`config.mk`:
```
export PLATFORM = sky130hd
export DESIGN_NAME = cbs_bus_side
export DESIGN_NICKNAME = d
export VERILOG_FILES = /design/src/design/cbs_pkg.sv /design/src/design/cbs_bus_side.sv /design/src/design/cbs_sync.sv
export VERILOG_INCLUDE_DIRS = /design/src /design/src/design
export SDC_FILE = /design/constraint.sdc
export NUM_CORES = 1
export LEC_CHECK = 0
export BUFFER_PORTS_ARGS = -buffer_cell sky130_fd_sc_hd__clkbuf_2
export CORE_MARGIN = 2
export CORE_UTILIZATION = 48
export DETAILED_ROUTE_END_ITERATION = 12
export PLACE_DENSITY = 0.92
export SYNTH_ARGS = -nofsm -noshare
export SYNTH_HDL_FRONTEND = slang
export SYNTH_SLANG_ARGS = --single-unit
```
`constraint.sdc`:
```
create_clock -name clock -period 3.1 [get_ports clock]
set_input_delay 0.93 -clock clock [delete_from_list [all_inputs] [get_ports clock]]
set_output_delay 0.93 -clock clock [all_outputs]
set_load 0.01 [all_outputs]
```
`src/design/cbs_consts.svh`:
```
`ifndef CBS_CONSTS_SVH
`define CBS_CONSTS_SVH

// ----------------------------------------------------------------------------
// Widths
// ----------------------------------------------------------------------------
`define CBS_DATA_W 32
`define CBS_MODE_W 5
`define CBS_SYNC_W 2

// ----------------------------------------------------------------------------
// Reset values
// ----------------------------------------------------------------------------
`define CBS_DATA_RST 32'h0000_0000
`define CBS_MODE_N_RST 5'h1f
`define CBS_SYNC_RST 2'h3

// ----------------------------------------------------------------------------
// Clock and timing
// ----------------------------------------------------------------------------
`define CBS_CLK_PERIOD_NS 25
`define CBS_SYNC_STAGES 2

`endif

```
`src/design/cbs_pkg.sv`:
```
`include "cbs_consts.svh"

package cbs_pkg;

    // Transfer that the core wants for the following bus cycle.
    typedef struct packed {
        logic write;
        logic word;
        logic [`CBS_DATA_W-1:0] wdata;
    } cbs_xfer_t;

    // Pin-side bus outputs, each tristated pin as value and enable.
    typedef struct packed {
        logic bw_n;
        logic bw_oe;
        logic lock;
        logic lock_oe;
    } cbs_ctl_pins_t;

    typedef enum logic [1:0] {
        CBS_CP_IDLE,
        CBS_CP_REQ,
        CBS_CP_WAIT
    } cbs_cp_state_t;

endpackage

```
`src/design/cbs_bus_side.sv`:
```
`timescale 1ns/100ps
`include "cbs_consts.svh"

// Contract
// - Write data valid phase 1 through phase 2.
// - Lock asserted only during swap accesses.
// - Lock changes only while memory clock high.
// - Lock and byte/word float when drive disabled.
// - Two phases: clock low, clock and stall high.
// - Tolerate memory clock stretched without limit.
// - Stall input extends accesses by whole cycles.
// - Byte/word high for words, low for bytes.
// - Byte/word valid phase 2 before, through phase 1.
// - Coprocessor instruction drives request low, awaits reply.
// - Absent at first phase 1 end: undefined trap.
// - Sample busy each phase 1 end until low.
// - Output-drive enable low during write cycles.
// - Input-drive enable jointly governs write data drive.
// - Fast interrupt taken when low and enabled.
// - Standard interrupt like fast, lower priority.
// - Mode outputs are inverse of mode bits.
module cbs_bus_side
(
    input wire logic clock,
    input wire logic rst_b,
    input wire logic mclk,
    input wire logic stall_req_n,
    input wire logic addr_bus_drive_en,
    input wire logic addr_hold_en,
    input wire logic in_drive_en_n,
    input wire logic copro_absent,
    input wire logic copro_busy,
    input wire logic fast_intr_req_n,
    input wire logic std_intr_req_n,
    input wire cbs_pkg::cbs_xfer_t next_xfer,
    input wire logic swap_instr,
    input wire logic copro_start,
    input wire logic fiq_enable,
    input wire logic irq_enable,
    input wire logic [`CBS_MODE_W-1:0] cpu_mode,
    output cbs_pkg::cbs_ctl_pins_t ctl_pins,
    output logic write_not_read,
    output logic [`CBS_DATA_W-1:0] data_out,
    output logic out_drive_en_n,
    output logic copro_request_n,
    output logic copro_trap,
    output logic copro_done,
    output logic fiq_take,
    output logic irq_take,
    output logic [`CBS_MODE_W-1:0] mode_status_n
);

    // ------------------------------------------------------------------------
    // Phase tracking
    // ------------------------------------------------------------------------
    // The memory clock is sampled as a plain synchronous input, so a stretched
    // phase simply means no edge is seen; nothing here counts on its rate.
    logic mclk_q;
    logic ph2_q;
    cbs_pkg::cbs_cp_state_t cp_state;
    cbs_pkg::cbs_cp_state_t next_cp_state;
    logic [`CBS_SYNC_W-1:0] irq_sync;

    wire ph2 = mclk & stall_req_n;
    // A cycle ends only when a true phase 2 gives way to phase 1, so a low
    // stall input repeats the whole cycle instead of cutting it short.
    wire cyc_end = ph2_q & ~mclk;
    wire ph1_end = mclk & ~mclk_q;
    wire addr_open = mclk & addr_hold_en;

    always_ff @(posedge clock)
    begin
        if (!rst_b)
        begin
            mclk_q <= 1'b0;
            ph2_q <= 1'b0;
        end
        else
        begin
            mclk_q <= mclk;
            ph2_q <= ph2;
        end
    end

    // ------------------------------------------------------------------------
    // Address-timed controls
    // ------------------------------------------------------------------------
    // The values follow the next transfer while the clock is high and the hold
    // enable is open, behaving like the transparent latch on the address;
    // the enables track addr_bus_drive_en on every clock.
    always_ff @(posedge clock)
    begin
        if (!rst_b)
        begin
            ctl_pins <= '0;
            write_not_read <= 1'b0;
        end
        else
        begin
            ctl_pins.bw_oe <= addr_bus_drive_en;
            ctl_pins.lock_oe <= addr_bus_drive_en;
            if (addr_open)
            begin
                ctl_pins.bw_n <= next_xfer.word;
                ctl_pins.lock <= swap_instr;
                write_not_read <= next_xfer.write;
            end
        end
    end

    // ------------------------------------------------------------------------
    // Write data and drive enable
    // ------------------------------------------------------------------------
    wire next_drive_n = ~(write_not_read & ~in_drive_en_n);

    always_ff @(posedge clock)
    begin
        if (!rst_b)
        begin
            data_out <= `CBS_DATA_RST;
            out_drive_en_n <= 1'b1;
        end
        else if (cyc_end)
        begin
            // Loaded on entry to phase 1 and held to the next cycle end.
            if (write_not_read)
                data_out <= next_xfer.wdata;
            out_drive_en_n <= next_drive_n;
        end
    end

    // ------------------------------------------------------------------------
    // Coprocessor handshake
    // ------------------------------------------------------------------------
    always_comb
    begin
        next_cp_state = cp_state;
        case (cp_state)
            cbs_pkg::CBS_CP_IDLE:
                if (copro_start && cyc_end)
                    next_cp_state = cbs_pkg::CBS_CP_REQ;
            cbs_pkg::CBS_CP_REQ:
                if (ph1_end)
                begin
                    if (copro_absent || !copro_busy)
                        next_cp_state = cbs_pkg::CBS_CP_IDLE;
                    else
                        next_cp_state = cbs_pkg::CBS_CP_WAIT;
                end
            cbs_pkg::CBS_CP_WAIT:
                if (ph1_end && !copro_busy)
                    next_cp_state = cbs_pkg::CBS_CP_IDLE;
            default:
                next_cp_state = cbs_pkg::CBS_CP_IDLE;
        endcase
    end

    wire cp_req = cp_state == cbs_pkg::CBS_CP_REQ;
    wire cp_wait = cp_state == cbs_pkg::CBS_CP_WAIT;
    wire trap_now = cp_req & ph1_end & copro_absent;
    wire done_now = (cp_req | cp_wait) & ph1_end & ~copro_busy & ~trap_now;

    always_ff @(posedge clock)
    begin
        if (!rst_b)
        begin
            cp_state <= cbs_pkg::CBS_CP_IDLE;
            copro_request_n <= 1'b1;
            copro_trap <= 1'b0;
            copro_done <= 1'b0;
        end
        else
        begin
            cp_state <= next_cp_state;
            copro_request_n <= next_cp_state == cbs_pkg::CBS_CP_IDLE;
            copro_trap <= trap_now;
            copro_done <= done_now;
        end
    end

    // ------------------------------------------------------------------------
    // Interrupts and mode
    // ------------------------------------------------------------------------
    // Bit 1 carries the fast request, bit 0 the standard one.
    cbs_sync u_irq_sync
    (
        .clock(clock),
        .rst_b(rst_b),
        .async_in({fast_intr_req_n, std_intr_req_n}),
        .sync_out(irq_sync)
    );

    wire fiq_now = ~irq_sync[1] & fiq_enable;
    wire irq_now = ~irq_sync[0] & irq_enable & ~fiq_now;

    always_ff @(posedge clock)
    begin
        if (!rst_b)
        begin
            fiq_take <= 1'b0;
            irq_take <= 1'b0;
            mode_status_n <= `CBS_MODE_N_RST;
        end
        else
        begin
            fiq_take <= fiq_now;
            irq_take <= irq_now;
            mode_status_n <= ~cpu_mode;
        end
    end
endmodule

```
`src/design/cbs_sync.sv`:
```
`timescale 1ns/100ps
`include "cbs_consts.svh"

// Two-stage synchroniser for active-low request levels; resets to idle (high).
module cbs_sync
(
    input wire logic clock,
    input wire logic rst_b,
    input wire logic [`CBS_SYNC_W-1:0] async_in,
    output logic [`CBS_SYNC_W-1:0] sync_out
);

    logic [`CBS_SYNC_W-1:0] stage1;

    always_ff @(posedge clock)
    begin
        if (!rst_b)
        begin
            stage1 <= `CBS_SYNC_RST;
            sync_out <= `CBS_SYNC_RST;
        end
        else
        begin
            stage1 <= async_in;
            sync_out <= stage1;
        end
    end

endmodule

```
* Yosys cells after proc, flatten, opt, wreduce, memory -nomap -nowiden
Cells that the tools add are included.
** Word-level totals
- Flip-flop bits (word level) :: 55
- Input bits :: 54
- Output and inout bits :: 48
- Word-level logic and storage cells :: 55
** Operators by class
- Eq/ne operators :: 2
- Muxes and demuxes :: 5
- Bitwise gates (word level) :: 24
- Reduce and logical (&&, ||, !) cells :: 7
** Operators with widths (number)
- bitwise AND 1 bit :: 13
- inverter 1 bit :: 9
- 2-to-1 mux 2 bit :: 4
- one-hot mux 2 bit (3 select lines) :: 1
- inverter 5 bit :: 1
- zero test 2 bit :: 2
- == test 2 x 1 -> 1 bit, second input constant :: 1
- == test 2 bit, second input constant :: 1
- logical AND 1 bit :: 2
- AND reduction 2 bit :: 1
- zero test 1 bit :: 1
- logical OR 1 bit :: 1
- bitwise OR 1 bit :: 1

* Depth between registers and ports, before layout
- Depth after elaboration :: 6
- Mapped depth :: 6
- Gate-level depth less buffers :: 5

* Hierarchy
Synthesis repeated with hierarchy kept, for this count alone.
** Unflattened totals
- Cells, all modules :: 222
- Area, all modules :: 2001.9 um^2
** Modules (own cells, without submodules)
- cbs_bus_side :: instances 1, cells an instance 214, area an instance 1896.8 um^2, seq. area each 1021.0 um^2
- cbs_sync :: instances 1, cells an instance 8, area an instance 105.1 um^2, seq. area each 80.1 um^2

* Least setup slack after synthesis
Ideal clock, no wire load.
- Path kind :: input port to flip-flop
- Start :: in copro_busy
- End :: reg copro_request_n
- Setup time :: 64 ps
- Arrival :: 1661 ps
- Data required time :: 3036 ps
- Slack :: 1375 ps
- Stages on the path :: 4
- Buffers on the path :: 0
- Cells stage by stage :: or3b_4 > a22oi_2 > o22ai_1 > nor2_1
** Between the ends
- Word-level cells in the longest chain between the ends :: 6
- Elaborated cells between the ends (all ways) :: 8
- Those cells by class :: 4 x mux; 4 x reduce/logical
** RTL lines
- start, declared :: line cbs_bus_side.sv:32 : input wire logic copro_busy,
- zero test 1 bit * :: line cbs_bus_side.sv:145, cbs_bus_side.sv:151
- logical OR 1 bit :: line cbs_bus_side.sv:145 : if (copro_absent || !copro_busy)
- 2-to-1 mux 2 bit :: line cbs_bus_side.sv:145
- 2-to-1 mux 2 bit :: line cbs_bus_side.sv:143 : if (ph1_end)
- one-hot mux 2 bit (3 select lines) * :: line cbs_bus_side.sv:138 : case (cp_state)
- zero test 2 bit * :: line cbs_bus_side.sv:175 : copro_request_n <= next_cp_state == cbs_pkg::CBS_CP_IDLE;
- end signal, assigned :: line cbs_bus_side.sv:175
- end, declared :: line cbs_bus_side.sv:45 : output logic copro_request_n,
Mark *: on every way between the ends. The rest lies on a longest branch, timed or not.
A chain may end at the register's enable or synchronous reset.

* Worst setup path in the final report
- Start :: in mclk
- End :: reg data_out[25]
** Between the ends
- Word-level cells in the longest chain between the ends :: 3
** RTL lines
- start, declared :: line cbs_bus_side.sv:26 : input wire logic mclk,
- inverter 1 bit :: line cbs_bus_side.sv:67 : wire cyc_end = ph2_q & ~mclk;
- bitwise AND 1 bit :: line cbs_bus_side.sv:67
- AND reduction 2 bit (no line)
- end signal, assigned :: line cbs_bus_side.sv:120 : data_out <= `CBS_DATA_RST;
- end signal, assigned :: line cbs_bus_side.sv:127 : data_out <= next_xfer.wdata;
- end, declared :: line cbs_bus_side.sv:43 : output logic [`CBS_DATA_W-1:0] data_out,
Every way passes these cells.

==> out/summary.txt <==
Synth warn = 0
Reg area = 1100 um2
Final setup viols = 0
Worst EP required = 3320 ps
Crit Path Class = in -> reg
CP cell instances = clkbuf_2, nor2b_1, and2_1, buf_4, nand2_1, a21boi_1
Clock insertion delay at the later pin of the skew report = 290 ps
Diodes inserted = 0
Mapped Nets = 280
Static leakage = 1.19 nW
Clock share of power = 0.370
Worst vdd ir = 321 uV
Initial antenna violation count = 0
Total gr overflow = 0
Tmin final = 2100 ps
Final period utilization = 0.676
CTS tree = yes
Largest net degree at the start of global routing = 28
Drt total wl = 4090 um
First-pass GRT wire length = 6300 um
Gate power share = 0.066
# DRC = 0
Worst stage delay on the critical path = 440 ps
Die Y = 68.7 um
Largest family of logic cells by synthesized area = simple AND/OR/NAND/NOR gates
Share of the synthesized area in the top cell type = 0.548
Footprint of the multi-input gates = 830 um2
RSZ-0062 raised after global routing = no
Post-synthesis cell type count = 25
Switching Fraction = 0.199
Worst rel slew slack = 0.687
Post-CTS Setup Bufs = 0
Buf+Inv Stages, Crit Path = 2
Layout net count = 377
Non-Filler Instances = 370
Register area share after synthesis = 0.548
CTS max path bufs = 2
Nature of the critical path startpoint = input port
Seq cells post-synth = 55
Measured slew at the worst slew-check pin = 469 ps
Mapped Area = 2010 um2
CTS sink count = 55
Core area = 4000 um2
Share of cells above drive strength 1 = 0.359
Initial core utilization = 0.502
Complex-gate fraction of the synthesized area = 0.159
Num ports = 102
Drt pass-1 iters = 4
Post-CTS sizing = 0
# fillers = 356
Row cnt = 23
Clock-pin slew on the worst setup and hold paths = 90 ps
Status = complete, no violations
Total Routing Usage GR = 0.178
Critical path arrival = 2320 ps
Maximum fanout along the worst path = 21
Vias post-DR = 1737
Worst path slowest cell = and2_1
# placed instances = 362
Power density cells = 484 nW/um2
Syn_area_per_cell = 9.05 um2
DR WL/cell = 11.0 um
Slew Limit Fails = 0
Cts bufs inserted = 5
Placement Cell Area = 2530 um2
Sequential Power Share = 0.564
Setup TNS = 0 ps
Hold-fix buffers at CTS = 0
Die width = 68.7 um
Hold crit path type = reg -> reg
Area contributors post-synth = dfxtp_1, nand2_1, a21boi_1, ha_1, a21boi_0
CTS root buffer = clkbuf_8
Adder-cell share of the synthesized area = 0.0249
1st-iter DRT viols = 67
Crit path capture type = flop
Routed vias/inst = 4.69
Syn-to-layout area delta = 31.8%
# port buffers = 101
Setup Skew = 6.01 ps
Post-Syn Instances = 222
Critical path's top delay family = simple AND/OR/NAND/NOR gates
H-tree depth = 2
Simple-gate area share of the yosys netlist = 0.229
Post-DRT Antenna Nets = 0
Hold Fails Final Rpt = 0
Die area = 4720 um2
Final instance area = 2650 um2
Xor/xnor cell area share of the yosys netlist = 0
Routability cong. = 0.766
Cell-internal power = 1.03 mW
Finished Core Util = 0.662
Hpwl dp = 3100 um
Total of max-cap violations = 0
FMAX = 477 MHz
Mux cell area share after synthesis = 0
Area leader, netlist = dfxtp_1
Net Sw Power = 0.254 mW
Vias in the first global route = 1526
-- synthesized netlist by cell type, drive strengths merged --
cell,number
dfxtp,55
nor3,1
a22oi,1
or3b,1
nand3,3
a221oi,1
nand3b,4
o21ai,2
nor2,3
and2,4
o22ai,1
inv,2
and3,1
a211oi,1
buf,6
nand2,79
ha,4
nor4bb,1
nand2b,5
nor2b,3
clkbuf,8
a21boi,35
a21oi,1
-- cell usage in the layout (no fill, tap or decap), drive strengths merged, types with 2 or more instances in the layout --
master	synthesis	final
a21boi	35	35
and2	4	4
buf	6	3
clkbuf	8	107
dfxtp	55	55
ha	4	4
inv	2	2
nand2	79	79
nand2b	5	5
nand3	3	3
nand3b	4	4
nor2	3	3
nor2b	3	3
o21ai	2	2
-- flip-flops by register name, indices dropped and copies added, names as in the netlist --
register,flops
out_drive_en_n,1
u_irq_sync.stage1,2
copro_request_n,1
write_not_read,1
u_irq_sync.sync_out,2
copro_done,1
cp_state,2
ctl_pins,3
ph2_q,1
fiq_take,1
mode_status_n,5
data_out,32
mclk_q,1
irq_take,1
copro_trap,1
-- cell families after synthesis --
logic type                 after synthesis
and+or+nand+nor                        105
adders and majority gates                4
buffers and inverters                   16
AOI/OAI and AO/OA                       42
DFF                                     55
-- path summary, 6_finish.rpt --
check	start	end	slack (ps)	cells past startpoint
min	u_irq_sync.sync_out[0]	irq_take	390	1
max reg2reg	ph2_q	data_out[25]	1480	5
max	mclk	data_out[25]	1000	6
min reg2reg	u_irq_sync.sync_out[0]	irq_take	390	1
-- area by class of cell --
class / count / share of cell area
flip-flops and latches: 55 / 0.416
multi-input cells: 151 / 0.313
repair buffers: 104 / 0.200
clock buffers: 6 / 0.0312
well taps: 50 / 0.0236
clock inverters: 2 / 0.0132
inverters: 2 / 0.00284
-- worst register-to-register path, cell delays in order (launching register included) --
cell and delay (ps):
dfxtp_1 340, nor2b_1 230, and2_1 440, buf_4 330, nand2_1 80, a21boi_1 140
-- power groups by stage --
stage	clock (mW)	combinational [mW]	sequential, mW
after floorplan	0	0.0338	0.743
after global placement	0	0.0836	0.739
after detailed placement	0	0.0844	0.740
after CTS	0.494	0.0847	0.723
after global routing	0.522	0.0941	0.725
final	0.474	0.0839	0.723
-- stage by stage --
stage          hold WS, ps  setup WS [ps]  power, mW
4_1_cts                400           1000       1.30
3_3_place_gp           379            795      0.823
3_5_place_dp           386            693      0.824
6_report               395           1000       1.28
2_1_floorplan          373           1380      0.777
5_1_grt                407            882       1.34
-- routing by layer --
metal,GRT usage,part of all wire,vias to the layer above
met4,0.0550,0.0054,0
met2,0.323,0.49,68
li1,-,-,904
met1,0.193,0.41,763
met5,0,0,-
met3,0.0617,0.089,2
No activity file was read; power rests on OpenSTA's default activity.
